--- src/tpg_pkg.sv ---
package tpg_pkg;

  // ****************************************************************
  // Sizes and register offsets
  // ****************************************************************
  localparam int NPINS = 12;
  localparam int LOW_PINS = 4;
  localparam int HIGH_PINS = 8;
  localparam int ADDR_W = 8;
  localparam logic [ADDR_W-1:0] OFF_CFG_LOW = 8'h18;
  localparam logic [ADDR_W-1:0] OFF_CFG_HIGH = 8'h1c;
  localparam logic [ADDR_W-1:0] OFF_WAKE = 8'h20;

  // ****************************************************************
  // Field positions of the lower configuration register
  // ****************************************************************
  localparam int LO_FN_LSB = 12;
  localparam int LO_BUF_LSB = 8;
  localparam int LO_DIR_LSB = 4;
  localparam int LO_DAT_LSB = 0;

  // ****************************************************************
  // Field positions of the upper configuration register
  // ****************************************************************
  localparam int HI_FN_LSB = 24;
  localparam int HI_BUF_LSB = 16;
  localparam int HI_DIR_LSB = 8;
  localparam int HI_DAT_LSB = 0;

  // ****************************************************************
  // Field positions of the wake register
  // ****************************************************************
  localparam int WK_POL_LSB = 16;
  localparam int WK_EN_LSB = 0;

  // ****************************************************************
  // Layout of the nonvolatile image word
  // ****************************************************************
  localparam int IMG_W = 72;
  localparam int IMG_FN = 60;
  localparam int IMG_BUF = 48;
  localparam int IMG_DIR = 36;
  localparam int IMG_DAT = 24;
  localparam int IMG_WK = 12;
  localparam int IMG_POL = 0;

  // ****************************************************************
  // Fallback values when no image is available
  // ****************************************************************
  localparam logic [NPINS-1:0] FN_FALLBACK = 12'hfff;
  localparam logic [NPINS-1:0] ZERO_FALLBACK = 12'h000;
  localparam logic [IMG_W-1:0] IMG_FALLBACK = {FN_FALLBACK, 60'h0};

endpackage : tpg_pkg

--- src/tpg_gpio_cfg.sv ---
// Local design decision: the APB slave port.
`timescale 1ns/1ps
// Behaviour
// - Pins 0-3 live in the lower register, pins 4-11 in the upper, ascending order.
// - Function-select bit zero makes the pin a general-purpose pin.
// - Buffer-type bit one drives push/pull, zero drives open-drain.
// - Direction bit one makes the pin an output, zero an input.
// - An output pin drives the value written to its data bit.
// - Reading a data bit returns the live pin level.
// - Only input pins act as wake or interrupt sources.
// - Wake also needs the pin's wake-enable bit set.
// - Function-select resets from EEPROM, else OTP, else all ones.
// - Buffer, direction and data reset from EEPROM, else OTP, else zero.
// - USB or lite reset restores fields to the last loaded image or fallback.
// - Reset protection keeps all fields unchanged across protected resets.
// - The data bit of an input pin has no defined reset value.
// - Polarity bit zero triggers on low level, one on high level.
// - Wake-enable bit set lets the pin wake, clear blocks it.
module tpg_gpio_cfg
(
  // Clock and reset
  input wire logic mclk,
  input wire logic nrst,
  // APB slave
  input wire logic psel,
  input wire logic penable,
  input wire logic pwrite,
  input wire logic [tpg_pkg::ADDR_W-1:0] paddr,
  input wire logic [31:0] pwdata,
  output logic [31:0] prdata,
  output logic pready,
  output logic pslverr,
  // Nonvolatile image sources
  input wire logic image_load,
  input wire logic ee_present,
  input wire logic [tpg_pkg::IMG_W-1:0] ee_image,
  input wire logic otp_programmed,
  input wire logic [tpg_pkg::IMG_W-1:0] otp_image,
  // Soft resets
  input wire logic usb_reset,
  input wire logic lite_reset,
  input wire logic rst_protect,
  // Pins
  input wire logic [tpg_pkg::NPINS-1:0] pin_in,
  output logic [tpg_pkg::NPINS-1:0] pin_out,
  output logic [tpg_pkg::NPINS-1:0] pin_oe,
  // Events
  output logic [tpg_pkg::NPINS-1:0] irq_src,
  output logic wake_event
);

  // ****************************************************************
  // Storage
  // ****************************************************************
  logic [tpg_pkg::NPINS-1:0] fn_q, buf_q, dir_q, dat_q, wk_q, pol_q;
  logic [tpg_pkg::IMG_W-1:0] img_q;
  logic [tpg_pkg::IMG_W-1:0] img_d;
  logic loaded_q;
  logic [31:0] prdata_q;
  logic pready_q;
  logic pslverr_q;
  logic [tpg_pkg::NPINS-1:0] pin_out_q, pin_oe_q, irq_q;
  logic [tpg_pkg::NPINS-1:0] pin_out_d, pin_oe_d, irq_d;
  logic wake_q;
  logic setup;
  logic wr_en;
  logic restore;
  logic mapped;
  logic [31:0] rdata_d;

  assign setup = psel & ~penable;
  assign wr_en = psel & penable & pready_q & pwrite;
  assign restore = (usb_reset | lite_reset) & ~rst_protect;
  assign mapped = (paddr == tpg_pkg::OFF_CFG_LOW) | (paddr == tpg_pkg::OFF_CFG_HIGH) |
                  (paddr == tpg_pkg::OFF_WAKE);

  // ****************************************************************
  // Image selection
  // ****************************************************************
  always_comb
  begin
    if (ee_present)
      img_d = ee_image;
    else if (otp_programmed)
      img_d = otp_image;
    else
      img_d = tpg_pkg::IMG_FALLBACK;
  end

  // The last loaded image is kept so that soft resets can restore it.
  always_ff @(posedge mclk or negedge nrst)
  begin
    if (!nrst)
    begin
      img_q <= tpg_pkg::IMG_FALLBACK;
      loaded_q <= 1'b0;
    end
    else if (image_load)
    begin
      img_q <= img_d;
      loaded_q <= ee_present | otp_programmed;
    end
  end

  // ****************************************************************
  // Configuration fields
  // ****************************************************************
  always_ff @(posedge mclk or negedge nrst)
  begin
    if (!nrst)
    begin
      fn_q <= tpg_pkg::FN_FALLBACK;
      buf_q <= tpg_pkg::ZERO_FALLBACK;
      dir_q <= tpg_pkg::ZERO_FALLBACK;
      dat_q <= tpg_pkg::ZERO_FALLBACK;
      wk_q <= tpg_pkg::ZERO_FALLBACK;
      pol_q <= tpg_pkg::ZERO_FALLBACK;
    end
    else if (image_load)
    begin
      fn_q <= img_d[tpg_pkg::IMG_FN +: tpg_pkg::NPINS];
      buf_q <= img_d[tpg_pkg::IMG_BUF +: tpg_pkg::NPINS];
      dir_q <= img_d[tpg_pkg::IMG_DIR +: tpg_pkg::NPINS];
      dat_q <= img_d[tpg_pkg::IMG_DAT +: tpg_pkg::NPINS];
      wk_q <= img_d[tpg_pkg::IMG_WK +: tpg_pkg::NPINS];
      pol_q <= img_d[tpg_pkg::IMG_POL +: tpg_pkg::NPINS];
    end
    else if (restore)
    begin
      fn_q <= img_q[tpg_pkg::IMG_FN +: tpg_pkg::NPINS];
      buf_q <= img_q[tpg_pkg::IMG_BUF +: tpg_pkg::NPINS];
      dir_q <= img_q[tpg_pkg::IMG_DIR +: tpg_pkg::NPINS];
      dat_q <= img_q[tpg_pkg::IMG_DAT +: tpg_pkg::NPINS];
      wk_q <= img_q[tpg_pkg::IMG_WK +: tpg_pkg::NPINS];
      pol_q <= img_q[tpg_pkg::IMG_POL +: tpg_pkg::NPINS];
    end
    else if (wr_en && paddr == tpg_pkg::OFF_CFG_LOW)
    begin
      // Upper half of this word is reserved and never stored.
      fn_q[3:0] <= pwdata[tpg_pkg::LO_FN_LSB +: tpg_pkg::LOW_PINS];
      buf_q[3:0] <= pwdata[tpg_pkg::LO_BUF_LSB +: tpg_pkg::LOW_PINS];
      dir_q[3:0] <= pwdata[tpg_pkg::LO_DIR_LSB +: tpg_pkg::LOW_PINS];
      dat_q[3:0] <= pwdata[tpg_pkg::LO_DAT_LSB +: tpg_pkg::LOW_PINS];
    end
    else if (wr_en && paddr == tpg_pkg::OFF_CFG_HIGH)
    begin
      fn_q[11:4] <= pwdata[tpg_pkg::HI_FN_LSB +: tpg_pkg::HIGH_PINS];
      buf_q[11:4] <= pwdata[tpg_pkg::HI_BUF_LSB +: tpg_pkg::HIGH_PINS];
      dir_q[11:4] <= pwdata[tpg_pkg::HI_DIR_LSB +: tpg_pkg::HIGH_PINS];
      dat_q[11:4] <= pwdata[tpg_pkg::HI_DAT_LSB +: tpg_pkg::HIGH_PINS];
    end
    else if (wr_en && paddr == tpg_pkg::OFF_WAKE)
    begin
      wk_q <= pwdata[tpg_pkg::WK_EN_LSB +: tpg_pkg::NPINS];
      pol_q <= pwdata[tpg_pkg::WK_POL_LSB +: tpg_pkg::NPINS];
    end
  end

  // ****************************************************************
  // APB read path
  // ****************************************************************
  always_comb
  begin
    rdata_d = 32'h0;
    case (paddr)
      tpg_pkg::OFF_CFG_LOW:
      begin
        rdata_d[tpg_pkg::LO_FN_LSB +: tpg_pkg::LOW_PINS] = fn_q[3:0];
        rdata_d[tpg_pkg::LO_BUF_LSB +: tpg_pkg::LOW_PINS] = buf_q[3:0];
        rdata_d[tpg_pkg::LO_DIR_LSB +: tpg_pkg::LOW_PINS] = dir_q[3:0];
        rdata_d[tpg_pkg::LO_DAT_LSB +: tpg_pkg::LOW_PINS] = pin_in[3:0];
      end
      tpg_pkg::OFF_CFG_HIGH:
      begin
        rdata_d[tpg_pkg::HI_FN_LSB +: tpg_pkg::HIGH_PINS] = fn_q[11:4];
        rdata_d[tpg_pkg::HI_BUF_LSB +: tpg_pkg::HIGH_PINS] = buf_q[11:4];
        rdata_d[tpg_pkg::HI_DIR_LSB +: tpg_pkg::HIGH_PINS] = dir_q[11:4];
        rdata_d[tpg_pkg::HI_DAT_LSB +: tpg_pkg::HIGH_PINS] = pin_in[11:4];
      end
      tpg_pkg::OFF_WAKE:
      begin
        rdata_d[tpg_pkg::WK_EN_LSB +: tpg_pkg::NPINS] = wk_q;
        rdata_d[tpg_pkg::WK_POL_LSB +: tpg_pkg::NPINS] = pol_q;
      end
      default:
      begin
        rdata_d = 32'h0;
      end
    endcase
  end

  // Read data and answer are prepared in the setup cycle, so every access
  // completes in its first access cycle.
  always_ff @(posedge mclk or negedge nrst)
  begin
    if (!nrst)
    begin
      prdata_q <= 32'h0;
      pready_q <= 1'b0;
      pslverr_q <= 1'b0;
    end
    else
    begin
      pready_q <= setup;
      if (setup)
      begin
        prdata_q <= pwrite ? 32'h0 : rdata_d;
        pslverr_q <= ~mapped;
      end
    end
  end

  assign prdata = prdata_q;
  assign pready = pready_q;
  assign pslverr = pslverr_q;

  // ****************************************************************
  // Pin drive and event sources
  // ****************************************************************
  for (genvar i = 0; i < tpg_pkg::NPINS; i++)
  begin : g_pin
    logic gpio;
    logic match;
    assign gpio = ~fn_q[i];
    assign match = ~(pin_in[i] ^ pol_q[i]);
    // Open-drain pulls low only; a one releases the pin.
    assign pin_oe_d[i] = gpio & dir_q[i] & (buf_q[i] | ~dat_q[i]);
    assign pin_out_d[i] = dat_q[i] & buf_q[i];
    assign irq_d[i] = gpio & ~dir_q[i] & match;
  end

  always_ff @(posedge mclk or negedge nrst)
  begin
    if (!nrst)
    begin
      pin_out_q <= 12'h000;
      pin_oe_q <= 12'h000;
    end
    else
    begin
      pin_out_q <= pin_out_d;
      pin_oe_q <= pin_oe_d;
    end
  end

  always_ff @(posedge mclk or negedge nrst)
  begin
    if (!nrst)
    begin
      irq_q <= 12'h000;
      wake_q <= 1'b0;
    end
    else
    begin
      irq_q <= irq_d;
      wake_q <= |(irq_d & wk_q);
    end
  end

  assign pin_out = pin_out_q;
  assign pin_oe = pin_oe_q;
  assign irq_src = irq_q;
  assign wake_event = wake_q;
endmodule : tpg_gpio_cfg

--- config.mk ---
export PLATFORM = sky130hd
export DESIGN_NAME = tpg_gpio_cfg
export DESIGN_NICKNAME = d
export VERILOG_FILES = /design/src/tpg_pkg.sv /design/src/tpg_gpio_cfg.sv
export SDC_FILE = /design/constraint.sdc
export NUM_CORES = 1
export LEC_CHECK = 0
export CAP_MARGIN = 20
export CORE_ASPECT_RATIO = 1.2
export CORE_MARGIN = 3
export CORE_UTILIZATION = 58
export DETAILED_ROUTE_END_ITERATION = 6
export DONT_BUFFER_PORTS = 1
export GPL_TIMING_DRIVEN = 0
export HOLD_SLACK_MARGIN = 0.05
export PLACE_DENSITY = 0.72
export SYNTH_ARGS = -nofsm -noshare
export SYNTH_HDL_FRONTEND = slang
export SYNTH_SLANG_ARGS = --single-unit
--- constraint.sdc ---
create_clock -name mclk -period 2.5 [get_ports mclk]
set_input_delay 0.125 -clock mclk [delete_from_list [all_inputs] [get_ports mclk]]
set_output_delay 0.125 -clock mclk [all_outputs]
set_load 0.02 [all_outputs]
# Word level (Yosys, flattened, before mapping)
# Index checks and enable logic that the tools add are counted.
[op_classes]
n_addsub = 0
multipliers = 0
div = 0
order_cmp = 0
n_eq_ne = 5
shifts = 0
n_mux = 37
n_bitwise = 144
reduce_logical = 9
[op_table]
columns = ["cell", "count"]
rows = [
  ["12-bit two-way mux", 18],
  ["72-bit two-way mux", 2],
  ["1-bit AND", 65],
  ["8-bit two-way mux", 8],
  ["1-bit inverter", 51],
  ["12-bit case mux with 3 select lines", 1],
  ["32-bit two-way mux", 1],
  ["12-bit case mux with 2 select lines", 1],
  ["4-bit two-way mux", 5],
  ["8-bit by 5-bit equality test with 1-bit output, second input constant", 2],
  ["1-bit bitwise OR", 15],
  ["12-bit AND", 1],
  ["12-bit OR reduction", 1],
  ["1-bit XOR", 12],
  ["3-bit nonzero test", 3],
  ["8-bit by 6-bit equality test with 1-bit output, second input constant", 1],
  ["4-bit case mux with 2 select lines", 1],
  ["3-bit != test, second input constant", 2],
  ["1-bit logical AND", 3],
  ["3-bit AND reduction", 1],
  ["2-bit AND reduction", 1],
]
[word_totals]
regBits = 215
latchBits = 0
mem_bits_rw = 0
rom_bits = 0
inputBits = 207
output_inout_bits = 71
word_cells = 213
mem_count = 0

# Logic depth before layout (Yosys ltp)
# Gate-level depths: netlist of run 1.
[depth]
word_depth = 9
depth_mapped = 8
mapped_depth_nobuf = 4

# Worst setup path after synthesis of run 1
# No wires, ideal clock.
[synth_path]
path_kind = "flip-flop to flip-flop"
start = "register pready_q, in the netlist pready"
end = "register pol_q[10] (netlist bit)"
setup_ns = 0.110
arrival_ns = 1.535
required_ns = 2.390
slack_ns = 0.855
stages_incl_launch_ff = 7
path_buffers = 2
synth_period_minus_slack_ns = 1.645
cell_sequence = "dfrtp_1 and4_1 a311oi_1 buf_2 buf_2 nand2_1 o41ai_1"
[synth_between]
elab_chain_cells = 5
elab_cells_between_ends = 9
[synth_lines]
columns = ["element", "line_no", "source"]
rows = [
  ["from (decl)", "tpg_gpio_cfg.sv:60", "logic pready_q;"],
  ["from (signal assigned)", "tpg_gpio_cfg.sv:204", "pready_q <= setup;"],
  ["1-bit AND * (2 in series)", "tpg_gpio_cfg.sv:72", "assign wr_en = psel & penable & pready_q & pwrite;"],
  ["1-bit logical AND (on tied branches)", "tpg_gpio_cfg.sv:145, tpg_gpio_cfg.sv:137, tpg_gpio_cfg.sv:152", ""],
  ["3-bit != test (no line) / 3-bit nonzero test (equally long branches)", "--", ""],
  ["3-bit AND reduction (no line) *", "--", ""],
  ["to (signal assigned)", "tpg_gpio_cfg.sv:117", "pol_q <= tpg_pkg::ZERO_FALLBACK;"],
  ["to (signal assigned)", "tpg_gpio_cfg.sv:135", "pol_q <= img_q[tpg_pkg::IMG_POL +: tpg_pkg::NPINS];"],
  ["to (signal assigned)", "tpg_gpio_cfg.sv:155", "pol_q <= pwdata[tpg_pkg::WK_POL_LSB +: tpg_pkg::NPINS];"],
  ["to (decl)", "tpg_gpio_cfg.sv:55", "logic [tpg_pkg::NPINS-1:0] fn_q, buf_q, dir_q, dat_q, wk_q, pol_q;"],
]
# Mark *: on every way between the ends. The rest lies on a longest branch, timed or not.
# A chain may end at the register's enable or synchronous reset.

# Worst setup path in the final report of run 1
[layout_path]
start = "input port image_load"
end = "register img_q[34] (netlist bit)"
[layout_lines]
columns = ["element", "line_no", "source"]
rows = [
  ["from (decl)", "tpg_gpio_cfg.sv:34", "input wire logic image_load,"],
  ["to (signal assigned)", "tpg_gpio_cfg.sv:95", "img_q <= tpg_pkg::IMG_FALLBACK;"],
  ["to (signal assigned)", "tpg_gpio_cfg.sv:100", "img_q <= img_d;"],
  ["to (decl)", "tpg_gpio_cfg.sv:56", "logic [tpg_pkg::IMG_W-1:0] img_q;"],
]
# No word-level cell between the ends.

==> impl_metrics.tcl, run 1 <==
set metrics [dict create \
    status "complete, but fails checks" \
    failed_checks "negative hold slack" \
    fillers 1152 \
    grt_start_max_net_pins 216 \
    ys_types 51 \
    rsz0062_at_grt "false" \
    slew_viol_final 0 \
    htree_levels 1 \
    numCtsBuffers 22 \
    cts_buffer_depth 3 \
    muxShareOfSynthArea 0.0838 \
    syn_inst 1028 \
    hold_viol_final 215 \
    final_nets 1435 \
    tns_ns 0 \
    drt_pass1_iterations 6 \
    start_util 0.599 \
    r2r_cells 6 \
    crit_fanout 10 \
    hold_slack_ns -0.686 \
    crit_path_end_kind "flop" \
    synth_area_um2 10200 \
    fin_cells 1461 \
    slowest_delay_ns 0.60 \
    grt_pass1_wl_um 55000 \
    synthSimpleGateAreaFrac 0.163 \
    overflow 0 \
    viasPerCell 6.67 \
    ant_nets 0 \
    yosysWarnings 0 \
    max_freq_mhz 448 \
    synth_top_area_frac 0.467 \
    dp_cells 1244 \
    synth_edf_count 0 \
    required_ns 2.89 \
    postSynthAreaPerCell_um2 9.96 \
    hold_buffers 176 \
    finalCriticalPeriod_ns 2.23 \
    synth-xor-area-share 0.0103 \
    vias 9739 \
    synth-seq-cells 215 \
    core_um2 17100 \
    yosys-top-cells-area "dfrtp_1 47%, nand2_1 8.5%, dfstp_2 6.2%" \
    row_count 52 \
    dieArea_um2 19300 \
    fp.dieH_um 152 \
    gp_congestion 0.938 \
    cp_common_cell "clkbuf_1" \
    ir_worst_vdd_mv 0.566 \
    clock_latency_ns 0.51 \
    synth_area_leader_cell "dfrtp_1" \
    grt_pass1_vias 9496 \
    power_density_nw_per_um2 704 \
    critPathKind "in -> reg" \
    post-route-period-util 0.893 \
    path_clk_slew_ns 0.07 \
    wire_per_inst_um 25.6 \
    io_buffers 0 \
    cts_tree "yes" \
    io_pins 278 \
    drive_above_1_share 0.108 \
    synth_ff_type "dfrtp_1" \
    drt_iter0_markers 1100 \
    hold_path.class "in -> async" \
    relSlewSlack 0.492 \
    synth-adder-area-share 0 \
    post-route-drc-count 0 \
    synth_top_family_by_area "compound AO/OA/AOI/OAI gates" \
    fin_worst_skew_ns 0.0109 \
    clock_sinks 215 \
    grt_antenna_before_repair 5 \
    syn2layout_area_growth_pct 27.0 \
    synth-async-reset-ratio 1.00 \
    cp_slowest_cell "dlygate4sd3_1" \
    p_leak_nw 5.52 \
    syn-num-nets 1235 \
    yosysSeqAreaShare 0.528 \
    grtUsageTotal 0.375 \
    drt-total-wl_um 37400 \
    dp_hpwl_um 25800 \
    critPathArrivalTime_ns 2.63 \
    synth_compound_area_frac 0.175 \
    cts_root_buf "clkbuf_16" \
    max-cap-violations 0 \
    final-setup-viol-count 0 \
    path_cells "buf_2 -> clkbuf_1 -> clkbuf_1 -> buf_1 -> a31oi_1 -> dlygate4sd3_1" \
    startpoint_type "primary input" \
    die_width_um 127 \
    worst_slew_pin_slew_ns 0.752 \
]
cells in the mapped netlist (2+ instances only):
cell type / count
nand2_1: 231
dfrtp_1: 191
nor2_1: 65
a31oi_1: 53
o21ai_0: 49
clkbuf_1: 43
a32oi_1: 32
mux2_2: 30
a21oi_1: 28
mux2i_1: 28
dfstp_2: 24
a22oi_1: 20
a32o_1: 20
nor3_1: 20
buf_2: 17
inv_1: 16
nor2b_1: 13
o21ai_1: 13
a2bb2oi_1: 12
and2_1: 12
nor3b_1: 12
o221ai_1: 12
xor2_1: 12
mux2_4: 10
nor4b_1: 9
buf_1: 8
mux2_1: 8
buf_4: 6
a22o_1: 4
o41ai_1: 4
a2111oi_0: 3
a221oi_1: 3
nand2b_1: 2
final cells by class:
cell class                      instances  area (um2)  share of cell area
Antenna cell                            1        2.50            0.000192
Buffer                                 76         353              0.0271
Clock buffer                           29         618              0.0475
Clock inverter                         11         114             0.00875
Inverter                               16        60.1             0.00462
Multi-Input combinational cell        721        4420               0.340
Sequential cell                       215        5410               0.416
Tap cell                              216         270              0.0208
Timing Repair Buffer                  176        1760               0.135
what timing repair did:
item,CTS,global route
buffers inserted,0,0
endpoints found under the hold margin,339,215
resized for setup,0,0
cells in the final DEF, fill, tap and decap left out, types with 4 or more instances in the layout:
cell / instances
nand2_1: 231
dfrtp_1: 191
dlygate4sd3_1: 176
nor2_1: 65
a31oi_1: 53
o21ai_0: 49
clkbuf_1: 47
a32oi_1: 32
mux2_2: 30
mux2i_1: 28
a21oi_1: 28
dfstp_2: 24
clkbuf_16: 23
nor3_1: 20
a22oi_1: 20
a32o_1: 20
buf_2: 17
inv_1: 16
nor2b_1: 13
o21ai_1: 13
xor2_1: 12
nor3b_1: 12
and2_1: 12
a2bb2oi_1: 12
o221ai_1: 12
mux2_4: 10
nor4b_1: 9
buf_1: 8
mux2_1: 8
buf_4: 6
clkinv_2: 6
o41ai_1: 4
a22o_1: 4
state kept, by name, indices dropped and copies added, names as in the netlist:
| name | count |
|---|---|
| pready | 1 |
| prdata | 32 |
| dir_q | 12 |
| pin_out | 12 |
| wk_q | 12 |
| wake_event | 1 |
| pslverr | 1 |
| img_q | 72 |
| dat_q | 12 |
| pin_oe | 12 |
| buf_q | 12 |
| fn_q | 12 |
| pol_q | 12 |
| irq_src | 12 |
through the flow:
| step | hold slack (ns) | area [um2] | utilization | total power, W | setup WS, ns |
|---|---|---|---|---|---|
| floorplan | -0.171 | 10200 | - | 0.00504 | 0.855 |
| global placement | -0.164 | 10500 | 0.614 | 0.00544 | 0.358 |
| detailed placement | -0.165 | 10500 | 0.614 | 0.00548 | 0.346 |
| CTS | -0.698 | 13000 | 0.760 | 0.00909 | 0.426 |
| global route | -0.705 | 13000 | 0.760 | 0.00944 | 0.236 |
| finish | -0.686 | 13000 | 0.760 | 0.00916 | 0.269 |
power breakdown:
group          switching (W)  leakage (nW)  total, W  internal, W
sequential          0.000470          2.62   0.00437      0.00390
combinational       0.000740          2.53   0.00144     0.000697
clock                0.00140         0.359   0.00336      0.00195
worst max-delay path, delay by kind of cell:
family	cells	cell delay (ns)
buffers and inverters	5	2.32
AOI/OAI and AO/OA	1	0.16
kinds of logic after synthesis:
family	after synthesis
simple gates	375
compound gates	258
flops	215
buf+inv	92
mux	76
xor+xnor	12
worst paths after layout:
kind / start / end / slack [ns]
max: image_load / img_q[34]$_DFFE_PN0P_ / 0.27
min: nrst / pin_oe[2]$_DFF_PN0_ / -0.69
max reg2reg: pready$_DFF_PN0_ / pol_q[10]$_DFFE_PN0P_ / 0.32
min reg2reg: img_q[70]$_DFFE_PN1P_ / img_q[70]$_DFFE_PN1P_ / 0.47
max in group asynchronous: nrst / img_q[60]$_DFFE_PN1P_ / 2.76
min in group mclk: paddr[1] / prdata[14]$_DFFE_PN0P_ / 0.07
per-layer routing:
| layer | vias to the layer above | GRT usage | routed length [um] | share of wire |
|---|---|---|---|---|
| li1 | 4086 | - | - | - |
| met1 | 4711 | 0.489 | 14000 | 0.38 |
| met2 | 782 | 0.600 | 17300 | 0.46 |
| met3 | 152 | 0.0827 | 4040 | 0.11 |
| met4 | 8 | 0.174 | 2040 | 0.055 |
| met5 | - | 0 | 64 | 0.0017 |
Note: power is estimated with default switching activity, not from simulation.
==> run 2, diff against run 1 <==
==> constraint.sdc (replaced) <==
create_clock -name mclk -period 2.5 [get_ports mclk]
set_input_delay 0.5 -clock mclk [delete_from_list [all_inputs] [get_ports mclk]]
set_output_delay 0.5 -clock mclk [all_outputs]
set_load 0.02 [all_outputs]
==> run 2 against run 1 <==
- the flow still finishes with violations (negative hold slack)
- combinational power shrank 24%
- via count decreased by 12%
- final area fell by 14%
- die area stayed put
- global-route usage is 3.4 points lower
- sequential power hardly changed
- first-iteration DRC count fell by 18%
- count of clock-buffer cells in the layout did not move
- setup slack better by 0.13 ns
- clock power about the same
- flip-flop and latch count is the same
- critical path type unchanged
- critical endpoint is now dat_q[3]$_DFFE_PN0P_
- largest power group unchanged
- highest routed layer unchanged
==> impl_metrics.tcl, run 2 (synthesis gave the netlist of run 1 again) <==
set metrics [dict create \
    mostFrequentLayoutCells "231 x nand2_1, 191 x dfrtp_1, 65 x nor2_1" \
    numCtsBuffers 22 \
    fp.dieH_um 152 \
    grt_pass1_vias 8130 \
    io_pins 278 \
    setup_ws_ns 0.401 \
    wire_per_inst_um 26.1 \
    crit_path_end_kind "flop" \
    cts_buffer_depth 3 \
    grt_start_max_net_pins 216 \
    hold_path.class "in -> async" \
    slew_viol_final 0 \
    post_cts_resize_count 0 \
    fillers 1401 \
    core_um2 17100 \
    required_ns 2.95 \
    critPathArrivalTime_ns 2.54 \
    tns_ns 0 \
    ir_worst_vdd_mv 0.476 \
    final_nets 1259 \
    crit_fanout 10 \
    die_width_um 127 \
    layout_commonest_cell "nand2_1" \
    largest_reg_flops 72 \
    status "complete, but fails checks" \
    grt_pass1_wl_um 49500 \
    gp_congestion 0.938 \
    clock_sinks 215 \
    clock_latency_ns 0.50 \
    htree_levels 1 \
    place_ws_ns -0.0286 \
    final-setup-viol-count 0 \
    grt_antenna_before_repair 3 \
    viasPerCell 6.65 \
    drive_above_1_share 0.125 \
    p_leak_nw 4.79 \
    startpoint_type "primary input" \
    max_freq_mhz 477 \
    overflow 0 \
    largest-register "img_q" \
    syn2layout_area_growth_pct 9.78 \
    design_area_um2 11200 \
    cts_tree "yes" \
    path_clk_slew_ns 0.07 \
    r2r_slack_ns 0.41 \
    antenna_cells 0 \
    drt_iter0_markers 899 \
    grtUsageTotal 0.340 \
    fin_worst_skew_ns 0.00977 \
    worst_slew_pin_slew_ns 0.719 \
    post-route-drc-count 0 \
    hold_slack_ns -0.305 \
    cts_root_buf "clkbuf_16" \
    power_density_nw_per_um2 782 \
    hold_viol_final 192 \
    dieArea_um2 19300 \
    drt-total-wl_um 33600 \
    final_util 0.657 \
    critPathKind "in -> reg" \
    ant_nets 0 \
    cts_setup_buffers 0 \
    postPlaceCellArea_um2 10500 \
    failed_checks "negative hold slack" \
    io_buffers 0 \
    rsz0062_at_grt "false" \
    max-cap-violations 0 \
    start_util 0.599 \
    dp_hpwl_um 25800 \
    row_count 52 \
    vias 8533 \
    finalCriticalPeriod_ns 2.10 \
    drt_pass1_iterations 5 \
    post-route-period-util 0.839 \
    relSlewSlack 0.514 \
]
run 2: cell types whose count changed in the layout (fill, tap and decap cells not counted), sizes merged:
| cell | before | now |
|---|---|---|
| dlygate4sd3 | 176 | 0 |
| diode | 1 | 0 |
run 2: layer usage:
layer,share of wire,track usage
met1,0.40,0.468
met2,0.45,0.530
met3,0.11,0.0785
met4,0.041,0.129
met5,0.0013,0
run 2: final timing paths:
kind | start | endpoint | depth (start not counted)
worst min register to register | img_q[70]$_DFFE_PN1P_ | img_q[70]$_DFFE_PN1P_ | 2
worst max-delay path | ee_present | dat_q[3]$_DFFE_PN0P_ | 7
worst max register to register | pready$_DFF_PN0_ | pol_q[10]$_DFFE_PN0P_ | 6
min in group mclk | otp_image[20] | img_q[20]$_DFFE_PN0P_ | 2
max in group asynchronous | nrst | img_q[43]$_DFFE_PN0P_ | 0
worst min-delay path | nrst | buf_q[1]$_DFFE_PN0P_ | 0
run 2: layout make-up:
| type | count | area (um2) | share of cell area |
|---|---|---|---|
| multi-input cells | 721 | 4420 | 0.393 |
| clock buffers | 29 | 618 | 0.0550 |
| plain buffers | 76 | 353 | 0.0314 |
| well taps | 216 | 270 | 0.0240 |
| inverters | 16 | 60.1 | 0.00534 |
| flip-flops and latches | 215 | 5410 | 0.481 |
| clock inverters | 11 | 114 | 0.0101 |
run 2: where the power goes:
part / internal (W) / switching, W / total, W
Combinational: 0.000456 / 0.000638 / 0.00109
Sequential: 0.00390 / 0.000464 / 0.00436
Clock: 0.00195 / 0.00138 / 0.00334
run 2: per-stage QoR:
| step | total power (W) | instances |
|---|---|---|
| floorplan | 0.00504 | 1028 |
| CTS | 0.00879 | 1284 |
| detailed placement | 0.00548 | 1244 |
| global placement | 0.00544 | 1244 |
| finish | 0.00879 | 1284 |
| global route | 0.00910 | 1284 |
run 2: worst max-delay path, cell delays in order:
cell      delay (ns)
clkbuf_1        0.28
nor2b_1         0.19
clkbuf_1        0.39
clkbuf_1        0.38
nand2_1         0.16
a32oi_1         0.39
mux2_2          0.24
==> run 3, diff against run 2 <==
PLACE_DENSITY = 0.74   (was 0.72)
clock period = 1.75 ns   (was 2.5 ns; I/O delays follow)
==> run 3 against run 2 <==
- the flow still finishes with violations (negative hold slack)
- count of clock-buffer cells in the layout rose by 2
- first-iteration DRC count rose by 13%
- clock power rose by 57%
- final area rose by 9.9%
- cell count rose by 6.9%
- power rose by 52%
- critical path depth fell by 1
- register-to-register slack got worse by 0.39 ns
- hold slack got worse by 0.16 ns
- routed wire length rose by 7.9%
- utilization rose by 6.5 points
- non-clock buffer count rose by 89
==> impl_metrics.tcl, run 3 (synthesis gave the netlist of run 1 again) <==
set metrics [dict create \
    core_um2 17100 \
    clock_latency_ns 0.52 \
    fin_cells 1373 \
    ant_nets 0 \
    grtUsageTotal 0.367 \
    required_ns 2.15 \
    post-route-drc-count 0 \
    p_switching_w 0.00368 \
    fin_worst_skew_ns 0.0163 \
    grt_start_max_net_pins 216 \
    htree_levels 1 \
    largest-register "img_q" \
    ir_worst_vdd_mv 0.673 \
    hold_buffers 84 \
    p_leak_nw 5.31 \
    rsz0062_at_grt "true" \
    r2r_slack_ns 0.02 \
    cts_buffer_depth 3 \
    power_density_nw_per_um2 1080 \
    largest_reg_flops 72 \
    worst_slew_pin_slew_ns 0.625 \
    crit_path_end_kind "flop" \
    startpoint "pready$_DFF_PN0_" \
    antenna_cells 0 \
    final_nets 1348 \
    gp_congestion 0.994 \
    syn2layout_area_growth_pct 20.7 \
    finalCriticalPeriod_ns 1.73 \
    slew_viol_final 0 \
    relSlewSlack 0.583 \
    crit_fanout 10 \
    mostFrequentLayoutCells "231 x nand2_1, 190 x dfrtp_1, 84 x dlygate4sd3_1" \
    hold_viol_final 215 \
    setup_ws_ns 0.0186 \
    failed_checks "negative hold slack" \
    p_total_w 0.0133 \
    grt_antenna_before_repair 2 \
    dp_hpwl_um 26200 \
    critPathKind "reg -> reg" \
    start_util 0.599 \
    hold_path.class "in -> async" \
    path_clk_slew_ns 0.06 \
    drt-total-wl_um 36200 \
    dp_cells 1244 \
    io_buffers 0 \
    pwr-share-seq 0.468 \
    viasPerCell 6.66 \
    place_ws_ns -0.681 \
    startpoint_type "flop" \
    grt_pass1_wl_um 53600 \
    die_width_um 127 \
    drt_iter0_markers 1012 \
    row_count 52 \
    r2r_end "pol_q[5]$_DFFE_PN0P_" \
    grt_pass1_vias 9051 \
    numCtsBuffers 22 \
    hold_slack_ns -0.468 \
    drt_pass1_iterations 7 \
    clock_sinks 215 \
    status "complete, but fails checks" \
    drive_above_1_share 0.142 \
    r2r_cells 6 \
    fillers 1232 \
    critPathArrivalTime_ns 2.14 \
    final-setup-viol-count 0 \
    cts_root_buf "clkbuf_16" \
    post-route-period-util 0.989 \
    wire_per_inst_um 26.4 \
    max-cap-violations 0 \
    worstSetupEndpoint "pol_q[5]$_DFFE_PN0P_" \
    max_freq_mhz 578 \
    p_sw_frac 0.276 \
    cts_tree "yes" \
    overflow 0 \
    vias 9149 \
    worstReg2RegStart "pready$_DFF_PN0_" \
    layout_commonest_cell "nand2_1" \
    clkPwrFrac 0.395 \
    fp.dieH_um 152 \
    p_int_w 0.00964 \
    io_pins 278 \
    dieArea_um2 19300 \
    combPwrFrac 0.137 \
]
-- run 3: changes by cell type in the layout (fill, tap and decap cells not counted), moves of 3 or more --
cell	delta
mux2_2	-3
clkbuf_2	+10
mux2_4	+8
buf_6	+4
mux2_1	-5
clkbuf_8	+4
clkbuf_1	-12
dlygate4sd3_1	+84
clkinv_2	-3
-- run 3: critical path, stage by stage, from the launching register on --
cell and delay (ns):
dfrtp_2 0.45, and4_4 0.18, a311oi_2 0.37, buf_4 0.22
buf_2 0.21, nand2_1 0.08, o21ai_0 0.11
-- run 3: worst min-delay path by stage --
stage	slack, ns	from	cells past startpoint	end
2_1_floorplan	0.05	nrst	0	buf_q[0]$_DFFE_PN0P_
3_3_place_gp	0.06	nrst	0	pin_out[2]$_DFF_PN0_
3_5_place_dp	0.06	nrst	0	pin_out[2]$_DFF_PN0_
4_1_cts	-0.47	nrst	0	prdata[9]$_DFFE_PN0P_
5_1_grt	-0.48	nrst	0	dat_q[2]$_DFFE_PN0P_
6_report	-0.47	nrst	0	dat_q[2]$_DFFE_PN0P_
-- run 3: power groups by stage --
stage	Sequential [W]	Combinational (W)	Clock (W)
finish	0.00624	0.00183	0.00526
global route	0.00629	0.00195	0.00549
CTS	0.00622	0.00174	0.00527
detailed placement	0.00630	0.00153	0
global placement	0.00628	0.00149	0
floorplan	0.00608	0.00111	0
-- run 3: final cells by class --
cell class                      count  area (um2)  area share
Multi-Input combinational cell    721        4490       0.363
Clock inverter                      9         151      0.0122
Timing Repair Buffer               90         922      0.0746
Buffer                             75         387      0.0313
Sequential cell                   215        5410       0.438
Tap cell                          216         270      0.0219
Clock buffer                       31         666      0.0539
Inverter                           16        60.1     0.00486
-- run 3: metal layers --
metal | vias up | wire length [um] | track usage
met5 | - | 26 | 0
met4 | 4 | 1910 | 0.168
met3 | 147 | 4360 | 0.100
met2 | 688 | 16600 | 0.577
met1 | 4398 | 13300 | 0.476
li1 | 3912 | - | -
-- run 3: metrics by stage --
step	cell area, um2	setup TNS (ns)	utilization
2_1_floorplan	10200	0	-
3_3_place_gp	10500	-56.78	0.614
3_5_place_dp	10500	-59.64	0.614
4_1_cts	12300	0	0.719
5_1_grt	12400	-0.0705	0.722
6_report	12400	0	0.722
-- run 3: timing repair --
| action | 4_1_cts | 5_1_grt |
|---|---|---|
| endpoints found under the setup margin | 68 | 54 |
| resized for setup | 22 | 20 |
| cloned | 2 | 0 |
| hold endpoints to repair | 263 | 215 |
| setup buffers | 4 | 0 |
| pin swaps | 3 | 1 |
